[config.mk]
export PLATFORM = sky130hd
export DESIGN_NAME = rul_top
export DESIGN_NICKNAME = d
export VERILOG_FILES = /design/src/verilog/rul_pkg.sv /design/src/verilog/rul_top.sv /design/src/verilog/rul_window_timer.sv /design/src/verilog/rul_time_counter.sv
export SDC_FILE = /design/constraint.sdc
export NUM_CORES = 1
export LEC_CHECK = 0
export ABC_AREA = 1
export BUFFER_PORTS_ARGS = -buffer_cell sky130_fd_sc_hd__buf_2
export CORE_UTILIZATION = 45
export CTS_BUF_LIST = sky130_fd_sc_hd__clkbuf_16
export DETAILED_ROUTE_END_ITERATION = 10
export PLACE_DENSITY_LB_ADDON = 0.05
export SETUP_SLACK_MARGIN = 0.02
export SLEW_MARGIN = 25
export SYNTH_ARGS = -nofsm -noshare
export SYNTH_HDL_FRONTEND = slang
export SYNTH_SLANG_ARGS = --single-unit
[constraint.sdc]
create_clock -name core_clk_i -period 3.35 [get_ports core_clk_i]
set_clock_uncertainty 0.2 [all_clocks]
set_input_delay 0.335 -clock core_clk_i [delete_from_list [all_inputs] [get_ports core_clk_i]]
set_output_delay 0.335 -clock core_clk_i [all_outputs]
set_load 0.05 [all_outputs]
[src/verilog/rul_pkg.sv]
// Package for the unlock, access-window and time-of-day block.
// Assumes a single 20 MHz core clock and a plain strobe register port.
`default_nettype none
package rul_pkg;
  // ----------------------------------------------------------------------
  // Register offsets and fields
  // ----------------------------------------------------------------------
  localparam logic [7:0]  OFS_UNLOCK     = 8'h00;   // Unlock key and run status.
  localparam logic [7:0]  OFS_ACCESS     = 8'h04;   // Access password and open flag.
  localparam logic [7:0]  OFS_FREQ       = 8'h08;   // Frequency compensation.
  localparam logic [7:0]  OFS_TIME       = 8'h0c;   // Time of day.
  localparam logic [7:0]  OFS_SCALE      = 8'h14;   // Time-scale select.
  localparam logic [30:0] UNLOCK_KEY     = 31'h52f589ab; // Key 0xa5eb1357 >> 1.
  localparam logic [15:0] ACCESS_PWD     = 16'ha965;    // Access password.
  localparam int          ACCESS_FLAG_BIT = 16;        // Open flag position.
  localparam logic [31:0] FREQ_RST       = 32'h00000700; // Compensation reset.
  localparam logic [31:0] FREQ_MASK      = 32'h00000f3f; // Integer and fraction.
  localparam logic [31:0] TIME_RST       = 32'h00000000; // Time reset.
  localparam logic [31:0] TIME_MASK      = 32'h003f7f7f; // Implemented digits.
  localparam logic        SCALE_RST      = 1'b1;         // 24-hour after reset.
  // ----------------------------------------------------------------------
  // Timing
  // ----------------------------------------------------------------------
  localparam int          WINDOW_CYCLES  = 1024;          // Open window length.
  localparam int          CLK_HZ         = 20000000;      // Core clock rate.
  localparam int          SEC_S          = 1;             // One tick per second.
  localparam int          SEC_CYCLES     = CLK_HZ * SEC_S; // Cycles per second.
  // Register port request bundle.
  typedef struct packed {
    logic [7:0]  addr;  // Byte address.
    logic [31:0] wdata; // Write data.
    logic        wr;    // Write strobe.
    logic        rd;    // Read strobe.
  } rul_req_t;
endpackage : rul_pkg
`default_nettype wire

[src/verilog/rul_top.sv]
// Top of the unlock, access-window and time-of-day block.
// Assumes a register master that holds strobes one cycle and never waits.
//
// Summary of operation
// - Exact 31-bit key releases clock from reset.
// - Once released, the clock stays released.
// - Key field always reads as zero.
// - Bit 0 shows running status.
// - Password write opens access; write only.
// - Open flag set on load, clears after 1024.
// - Clock registers accessible only while flag set.
// - Compensation read back only while flag set.
// - Hour digits at bits 21:16.
// - Minute and second digits below hour.
// - Bit 21 marks PM in 12-hour scale.
// - Loaded time digits are not checked.
// - Scale select: 0 twelve-hour, 1 full day.
//
// Design decision made here: the strobed register port.
`default_nettype none
module rul_top #(
  parameter int SEC_COUNT = rul_pkg::SEC_CYCLES  // Cycles per second tick.
) (
  input  wire logic            core_clk_i,  // Core clock, 20 MHz.
  input  wire logic            rst_n_i,     // Async reset, active low.
  input  wire rul_pkg::rul_req_t req_i,     // Register request.
  output logic [31:0]          rdata_o,     // Read data, cycle after read.
  output logic                 running_o    // Clock out of reset.
);
  import rul_pkg::*;
  // ----------------------------------------------------------------------
  // Hazards
  // ----------------------------------------------------------------------
  // The release latch has no software clear: only the reset pin can put
  // the clock back into its held state, so a stray key write is harmless.
  // The access window gates both reads and writes of the clock registers.
  // A read that lands after the window has closed returns zero, and the
  // write that lands then is dropped without any error indication, so
  // software must reload the password before every burst of accesses.
  // The window runs on the core clock; with a slower link clock the span
  // in time would differ, which is why its length is a parameter below.
  // The time digits neither advance nor load while held, so a held clock
  // keeps its reset value until the key arrives.
  // Time-scale changes take effect at the next carry into the hour digits;
  // digits already loaded are not converted between the two scales.
  // ----------------------------------------------------------------------
  // Decode
  // ----------------------------------------------------------------------
  logic        run_reg;        // Released from reset.
  logic        open;           // Access window open.
  logic [31:0] freq_reg;       // Compensation value.
  logic        scale_reg;      // Full-day scale select.
  logic [31:0] time_val;       // Current time.
  logic [31:0] rdata_reg;      // Read data holding register.
  logic [$clog2(SEC_COUNT)-1:0] sec_cnt_reg; // Second prescaler.
  wire  sel_unlock = req_i.addr == OFS_UNLOCK; // Unlock register hit.
  wire  sel_access = req_i.addr == OFS_ACCESS; // Access register hit.
  wire  sel_freq   = req_i.addr == OFS_FREQ;   // Compensation hit.
  wire  sel_time   = req_i.addr == OFS_TIME;   // Time hit.
  wire  sel_scale  = req_i.addr == OFS_SCALE;  // Scale hit.
  wire  key_ok     = req_i.wr && sel_unlock && req_i.wdata[31:1] == UNLOCK_KEY;
  wire  pwd_ok     = req_i.wr && sel_access && req_i.wdata[15:0] == ACCESS_PWD;
  // Clock register writes only land while released and the window is open.
  wire  wr_ok      = req_i.wr && open && run_reg;
  wire  tick       = run_reg && sec_cnt_reg == '0;
  logic [31:0] rd_mux;         // Selected read value.
  // ----------------------------------------------------------------------
  // Read selection
  // ----------------------------------------------------------------------
  // The key and password fields are write only and read as zero.
  always_comb begin
    rd_mux = 32'h0;
    if (sel_unlock) begin
      rd_mux = {31'h0, run_reg};
    end else if (sel_access) begin
      rd_mux = 32'(open) << ACCESS_FLAG_BIT;
    end else if (open) begin
      if (sel_freq) begin
        rd_mux = freq_reg;
      end else if (sel_time) begin
        rd_mux = time_val;
      end else if (sel_scale) begin
        rd_mux = {31'h0, scale_reg};
      end
    end
  end
  // ----------------------------------------------------------------------
  // Registers
  // ----------------------------------------------------------------------
  // Release latch: only a reset pin brings the clock back to reset.
  always_ff @(posedge core_clk_i or negedge rst_n_i) begin
    if (!rst_n_i) begin
      run_reg <= 1'b0;
    end else if (key_ok) begin
      run_reg <= 1'b1;
    end
  end
  // Compensation and scale registers behind the access window.
  always_ff @(posedge core_clk_i or negedge rst_n_i) begin
    if (!rst_n_i) begin
      freq_reg  <= FREQ_RST;
      scale_reg <= SCALE_RST;
    end else begin
      if (wr_ok && sel_freq) begin
        freq_reg <= req_i.wdata & FREQ_MASK;
      end
      if (wr_ok && sel_scale) begin
        scale_reg <= req_i.wdata[0];
      end
    end
  end
  // Read data register: valid only in the cycle after a read strobe.
  always_ff @(posedge core_clk_i or negedge rst_n_i) begin
    if (!rst_n_i) begin
      rdata_reg <= 32'h0;
    end else begin
      rdata_reg <= req_i.rd ? rd_mux : 32'h0;
    end
  end
  // Second prescaler; held while the clock is in reset.
  always_ff @(posedge core_clk_i or negedge rst_n_i) begin
    if (!rst_n_i) begin
      sec_cnt_reg <= '0;
    end else if (!run_reg || sec_cnt_reg == '0) begin
      sec_cnt_reg <= ($clog2(SEC_COUNT))'(SEC_COUNT - 1);
    end else begin
      sec_cnt_reg <= sec_cnt_reg - 1'b1;
    end
  end
  // ----------------------------------------------------------------------
  // Submodules
  // ----------------------------------------------------------------------
  rul_window_timer #(
    .CYCLES (WINDOW_CYCLES)
  ) u_win (
    .core_clk_i (core_clk_i),
    .rst_n_i    (rst_n_i),
    .open_i     (pwd_ok),
    .open_o     (open)
  );
  rul_time_counter u_time (
    .core_clk_i              (core_clk_i),
    .rst_n_i                 (rst_n_i),
    .load_i                  (wr_ok && sel_time),
    .load_data_i             (req_i.wdata),
    .tick_i                  (tick),
    .full_day_scale_select_i (scale_reg),
    .time_o                  (time_val)
  );
  assign rdata_o   = rdata_reg;
  assign running_o = run_reg;
  // ----------------------------------------------------------------------
  // Checks
  // ----------------------------------------------------------------------
  AST_KEY_RELEASE: assert property (@(posedge core_clk_i) disable iff (!rst_n_i)
    key_ok |=> running_o) else $error("key did not release");
  AST_STAY_RUN: assert property (@(posedge core_clk_i) disable iff (!rst_n_i)
    running_o |=> running_o) else $error("clock fell back to reset");
  AST_KEY_READ_ZERO: assert property (@(posedge core_clk_i) disable iff (!rst_n_i)
    req_i.rd && sel_unlock |=> rdata_o[31:1] == 31'h0) else $error("key readable");
  AST_RUN_STATUS: assert property (@(posedge core_clk_i) disable iff (!rst_n_i)
    req_i.rd && sel_unlock |=> rdata_o[0] == running_o) else $error("status wrong");
  // The flag read back must follow the window as it stood at the strobe.
  AST_FLAG_READ: assert property (@(posedge core_clk_i) disable iff (!rst_n_i)
    req_i.rd && sel_access |=> rdata_o[16] == $past(open)) else $error("flag wrong");
  // A closed window hides the compensation value.
  AST_FREQ_HIDDEN: assert property (@(posedge core_clk_i) disable iff (!rst_n_i)
    req_i.rd && sel_freq && !open |=> rdata_o == 32'h0) else $error("freq leaked");
  // Only an accepted write to its own offset may change compensation.
  AST_FREQ_LOCKED: assert property (@(posedge core_clk_i) disable iff (!rst_n_i)
    !(wr_ok && sel_freq) |=> $stable(freq_reg)) else $error("freq written while closed");
  // The password field never reads back.
  AST_PWD_ZERO: assert property (@(posedge core_clk_i) disable iff (!rst_n_i)
    req_i.rd && sel_access |=> rdata_o[15:0] == 16'h0) else $error("password readable");
  // A wrong key, or no key, leaves the clock held.
  AST_KEY_WRONG: assert property (@(posedge core_clk_i) disable iff (!rst_n_i)
    !running_o && !key_ok |=> !running_o) else $error("released without key");
  // While held, neither a load nor a tick may move the time digits.
  AST_HELD_TIME: assert property (@(posedge core_clk_i) disable iff (!rst_n_i)
    !running_o |=> $stable(time_val)) else $error("time moved while held");
  // A closed window hides the time digits as well.
  AST_TIME_HIDDEN: assert property (@(posedge core_clk_i) disable iff (!rst_n_i)
    req_i.rd && sel_time && !open |=> rdata_o == 32'h0) else $error("time leaked");
  // The scale select only moves on an accepted write to its offset.
  AST_SCALE_LOCKED: assert property (@(posedge core_clk_i) disable iff (!rst_n_i)
    !(wr_ok && sel_scale) |=> $stable(scale_reg)) else $error("scale written while closed");
  // Read data stand for one cycle only; an idle bus reads zero.
  AST_RDATA_IDLE: assert property (@(posedge core_clk_i) disable iff (!rst_n_i)
    !req_i.rd |=> rdata_o == 32'h0) else $error("read data outstayed");
endmodule : rul_top
`default_nettype wire

[src/verilog/rul_window_timer.sv]
// Access window timer: opens on a password load, closes by itself.
// Assumes the open pulse is synchronous to core_clk_i.
`default_nettype none
module rul_window_timer #(
  parameter int CYCLES = 1024  // Window length in cycles.
) (
  input  wire logic core_clk_i, // Core clock.
  input  wire logic rst_n_i,    // Async reset, active low.
  input  wire logic open_i,     // Password accepted pulse.
  output logic      open_o      // Window open level.
);
  import rul_pkg::*;
  localparam int CW = $clog2(CYCLES + 1);
  logic [CW-1:0] cnt_reg;       // Cycles left in the window.
  logic [CW-1:0] cnt_next;      // Next count.
  // A new password restarts the full window; otherwise count down to zero.
  assign cnt_next = open_i ? CW'(CYCLES) : (cnt_reg != '0 ? cnt_reg - 1'b1 : cnt_reg);
  // ----------------------------------------------------------------------
  // Counter
  // ----------------------------------------------------------------------
  // Counter register.
  always_ff @(posedge core_clk_i or negedge rst_n_i) begin
    if (!rst_n_i) begin
      cnt_reg <= '0;
    end else begin
      cnt_reg <= cnt_next;
    end
  end
  assign open_o = (cnt_reg != '0);
  // ----------------------------------------------------------------------
  // Checks
  // ----------------------------------------------------------------------
  // Checker helper: cycles since the last password load, saturating.
  // It counts up while the window counts down, so a slip in either shows.
  logic [CW:0] age_reg;         // Cycles since the last open pulse.
  always_ff @(posedge core_clk_i or negedge rst_n_i) begin
    if (!rst_n_i) begin
      age_reg <= '1;
    end else if (open_i) begin
      age_reg <= '0;
    end else if (age_reg != '1) begin
      age_reg <= age_reg + 1'b1;
    end
  end
  AST_WIN_OPEN: assert property (@(posedge core_clk_i) disable iff (!rst_n_i)
    open_i |=> open_o) else $error("window did not open");
  AST_WIN_SPAN: assert property (@(posedge core_clk_i) disable iff (!rst_n_i)
    open_o == (age_reg < (CW+1)'(CYCLES))) else $error("window length wrong");
endmodule : rul_window_timer
`default_nettype wire

[src/verilog/rul_time_counter.sv]
// BCD time-of-day counter with load port and 12/24-hour rollover.
// Assumes tick_i is a one-cycle pulse once per second.
`default_nettype none
module rul_time_counter (
  input  wire logic        core_clk_i, // Core clock.
  input  wire logic        rst_n_i,    // Async reset, active low.
  input  wire logic        load_i,     // Load strobe.
  input  wire logic [31:0] load_data_i,// Load value.
  input  wire logic        tick_i,     // Second tick.
  input  wire logic        full_day_scale_select_i, // 1 = 24-hour.
  output logic [31:0]      time_o      // Current time digits.
);
  import rul_pkg::*;
  logic [31:0] time_reg;   // Digit store.
  logic [31:0] time_next;  // Next digits.
  logic [3:0] su, mu, hu;  // Units digits.
  logic [2:0] st, mt;      // Tens of seconds and minutes.
  logic [1:0] ht;          // High tens digit, bit 1 is PM in 12-hour scale.
  // ----------------------------------------------------------------------
  // Increment
  // ----------------------------------------------------------------------
  // Ripple carry through the digits; loaded values are never checked.
  always_comb begin
    su = time_reg[3:0];
    st = time_reg[6:4];
    mu = time_reg[11:8];
    mt = time_reg[14:12];
    hu = time_reg[19:16];
    ht = time_reg[21:20];
    if (su != 4'h9) begin
      su = su + 4'h1;
    end else begin
      su = 4'h0;
      if (st != 3'h5) begin
        st = st + 3'h1;
      end else begin
        st = 3'h0;
        if (mu != 4'h9) begin
          mu = mu + 4'h1;
        end else begin
          mu = 4'h0;
          if (mt != 3'h5) begin
            mt = mt + 3'h1;
          end else begin
            mt = 3'h0;
            if (full_day_scale_select_i) begin
              if (ht == 2'h2 && hu == 4'h3) begin
                ht = 2'h0;
                hu = 4'h0;
              end else if (hu == 4'h9) begin
                hu = 4'h0;
                ht = ht + 2'h1;
              end else begin
                hu = hu + 4'h1;
              end
            end else begin
              // Twelve-hour scale: 12 -> 01, 11 -> 12 flips the PM marker.
              if (ht[0] && hu == 4'h2) begin
                ht[0] = 1'b0;
                hu = 4'h1;
              end else if (ht[0] && hu == 4'h1) begin
                hu = 4'h2;
                ht[1] = ~ht[1];
              end else if (hu == 4'h9) begin
                hu = 4'h0;
                ht[0] = 1'b1;
              end else begin
                hu = hu + 4'h1;
              end
            end
          end
        end
      end
    end
    time_next = {10'h000, ht, hu, 1'b0, mt, mu, 1'b0, st, su};
  end
  // Storage: a load wins over a tick so software's value is not lost.
  always_ff @(posedge core_clk_i or negedge rst_n_i) begin
    if (!rst_n_i) begin
      time_reg <= TIME_RST;
    end else if (load_i) begin
      time_reg <= load_data_i & TIME_MASK;
    end else if (tick_i) begin
      time_reg <= time_next;
    end
  end
  assign time_o = time_reg;
  AST_LOAD_RAW: assert property (@(posedge core_clk_i) disable iff (!rst_n_i)
    load_i |=> time_o == ($past(load_data_i) & TIME_MASK)) else $error("load altered");
endmodule : rul_time_counter
`default_nettype wire

==> summary by stage <==
Global routing
The global-route usage over all layers is 22.8%. The initial antenna violation count is 0. The first global-routing pass estimated 19.9 mm of wire. For met3 alone, demand over resource in global routing was 4.02%.

The routing layer with the top usage in global route is met2. For met1 alone, demand over resource in global routing was 29.8%. The number of global-route vias before repair is 4,220.

For met2 alone, demand over resource in global routing was 37.5%. The maximum number of pins on one net before global-route repair is 49. The total overflow left after global routing is 0.

Drt
The number of violations reported at the end of detailed-routing iteration 0 is 179. In the final routed layout, each cell accounts on average for 13.8 um. The routed design has 11.7 mm of wire. After detailed routing, the number of remaining DRC violations is 0. The first TritonRoute pass finished after 5 iterations. The mean number of vias per cell is 5.10. The detail route stage leaves a number of antenna-violating nets equal to 0. The via count of the routed design is 4,337.

Synth
Sorting the synthesized cells by how often they occur yields nand2_1 (144), inv_1 (86), dfrtp_1 (84), nor2_1 (68), nand3_1 (44). The post-synthesis cell count is 641. The per-instance average area after synthesis is 7.56 um2. The count of unique library cells instantiated by Yosys is 40.

The synthesized netlist occupies a cell area of 0.00485 mm2. The commonest register cell after synthesis is dfrtp_1. Summed over all instances, the cell type with the most area after synthesis is dfrtp_1.

The top cell type's share of synthesized area is 43.4%. The count of yosys warnings during synthesis is 0. The dominant cell by count in the synthesized netlist is nand2_1. By area the synthesized netlist is led by dfrtp_1 (43%), nand2_1 (11%), inv_1 (6.7%), nor2_1 (5.3%), nand3_1 (4.5%). Synthesis inferred 88 register bits. The number of flops mapped to enable cells by yosys is 0. In the synthesized netlist the async set-or-reset flop fraction comes to 100%. The fraction of the yosys area taken by sequential cells is 45.5%.

Die
The x dimension of the die is 106 um. The initial utilization of the core area, before any placement, comes to 46.8%. The vertical die dimension is 106 um.

The die covers 0.0112 mm2. The number of rows created at floorplan is 37. The number of I/O pins is 77.

The core region area is 0.0104 mm2.

Worst setup path
The type of the worst setup path is flop to flop. STA classifies the critical path endpoint as a flop. The slack of the worst reg-to-reg path is 820 ps. The arrival time at the worst endpoint is 2550 ps. The worst path required time is 3370 ps.

On the worst path, the slowest cell contributes a delay of 370 ps. The slowest library cell on the worst path is dfrtp_1. The most numerous cell type found on the critical path is nand2_1. The critical path launch point type is a flop. The critical path goes through inv_1 > ha_1 > nand2_1 > nor2_2 > nand3_2 > nand3_4 > buf_4 > inv_2 > nand2_1 > o21ai_1 > nor2_1 > a21oi_1. Of all nets on the critical path, the largest fanout is 25.

Finish
The final standard cell area without fillers is 0.00554 mm2. The flip-flop count of the largest register, all copies and words added is 25. In the final layout, the share of cells above drive strength 1 is 15.1%.

The area growth from synthesis to layout is 14.2%. The number of nets in the layout is 755. The number of diodes is 0.

The filler cells instantiated in the layout total 1,031.

Timing
The slack of the critical path is 823 ps. After layout, the minimum clock period comes to 2530 ps. Setup violations remaining at the end of the flow were counted as 0. The tightest slew margin relative to the limit is 55.3%.

The peak clock frequency supported by timing is 396 MHz. The tightest hold path in the finished design has a slack of 95.3 ps. Setup repair after global routing left no endpoint under its margin. At the pin with the least slew margin, the transition time is 665 ps. The max-slew violation count is 0.

The final period utilization is 75.4%. The final setup TNS is 0 ps. The hold violation total from the final report came to 0.

CTS
The later pin in the worst-skew pair is clocked with a latency of 340 ps. In this run the number of H-tree levels came out at 3. The buffer levels on the longest clock path is 2.

The clock buffer count from CTS is 9. The tree is rooted in a clkbuf_16. After clock tree synthesis, the clock-pin slew on the worst setup and hold paths is 60 ps. The CTS tree is built. The number of gates resized after CTS is 0. The count of clock tree sinks is 88.

Power
The completed layout was analyzed and its total power is 2.19 mW. The leakage dissipation is 2.85 nW. In this run the power density over the cells is 396 mW/mm2.

Across the VDD grid, the largest voltage drop is 0.288 mV.

Placed design
Detailed placement ended at an HPWL of 8.92 mm. The port buffer count is 64. The post-place instance area is 0.00525 mm2. Prior to clock tree synthesis, the placed netlist has a worst setup slack of 857 ps. The weighted congestion reported at the end of routability-driven placement is 0.867.

Min path
The path class of the tightest hold or removal check is input port to flop.

Status
The flow ran to the end, and the final reports show no timing, DRC or antenna violations.

Job
The tool flagged a number of max-cap violations equal to 0.
==> through the flow <==
stage / instances / utilization (%)
final: 850 / 53.4
after CTS: 850 / 53.4
after global routing: 850 / 53.4
after floorplan: 652 / -
after detailed placement: 833 / 50.6
after global placement: 833 / 50.6
==> report_power, final <==
group / internal (mW) / total (mW) / switching, mW
Sequential: 1.07 / 1.08 / 0.00813
Clock: 0.565 / 0.968 / 0.403
Combinational: 0.0387 / 0.144 / 0.105
==> placed cells by master (no fill, tap or decap), drive strengths merged, types with 4 or more instances in the layout <==
master,count
nand2,148
inv,92
dfrtp,84
nor2,76
buf,68
o21ai,60
nand3,48
a21oi,25
nor3,22
nand4,18
xor2,15
conb,12
clkbuf,9
clkinv,5
nor4,4
o211ai,4
dfstp,4
or2,4
==> cell type report <==
| class | instances | area (um2) | area share, % |
|---|---|---|---|
| timing repair buffer | 69 | 363 | 6.55 |
| sequential | 88 | 2210 | 39.9 |
| clock buffer | 9 | 225 | 4.07 |
| inverter | 91 | 342 | 6.17 |
| clock inverter | 7 | 55.1 | 0.994 |
| tap | 136 | 170 | 3.07 |
| multi-input combinational | 450 | 2170 | 39.3 |
==> cell families (layout without fill, tap and decap cells) <==
group	after synthesis	in the layout	share of synthesized area [%]
DFF	88	88	45.5
muxes	1	1	0.232
other	1	12	0.0773
AOI/OAI and AO/OA	96	96	10.6
xor gates and xnor gates	17	17	3.07
adders and majority gates	2	2	0.516
buffers and inverters	114	176	10.5
and+or+nand+nor	322	322	29.5
==> final timing paths <==
check,cells past startpoint,from,to
setup / recovery,12,u_win.cnt_reg[0]$_DFFE_PN0P_,u_time.time_o[19]$_DFFE_PN0P_
hold / removal,3,req_i[0],rdata_o[0]$_DFF_PN0_
setup reg to reg,12,u_win.cnt_reg[0]$_DFFE_PN0P_,u_time.time_o[19]$_DFFE_PN0P_
hold reg to reg,1,sec_cnt_reg[0]$_DFF_PN0_,sec_cnt_reg[0]$_DFF_PN0_
max in group asynchronous,3,rst_n_i,sec_cnt_reg[13]$_DFF_PN0_
min in group asynchronous,2,rst_n_i,rdata_o[1]$_DFF_PN0_
==> metal layers <==
metal	part of all wire [%]	vias to the layer above
li1	-	2177
met5	0	-
met2	47	118
met1	46	2018
met3	4.7	24
met4	2.8	0
==> worst max-delay path, delay by kind of cell (launching register included) <==
kind / cells / cell delay [ps]
compound gates: 2 / 120
fa+ha+maj: 1 / 210
buf+inv: 3 / 490
flops: 1 / 370
simple gates: 6 / 1030
==> repair_timing <==
item,in CTS,in global routing
buffers inserted,0,0
hold buffers,1,0
hold endpoints to repair,42,0
Note: power is estimated with default switching activity, not from simulation.
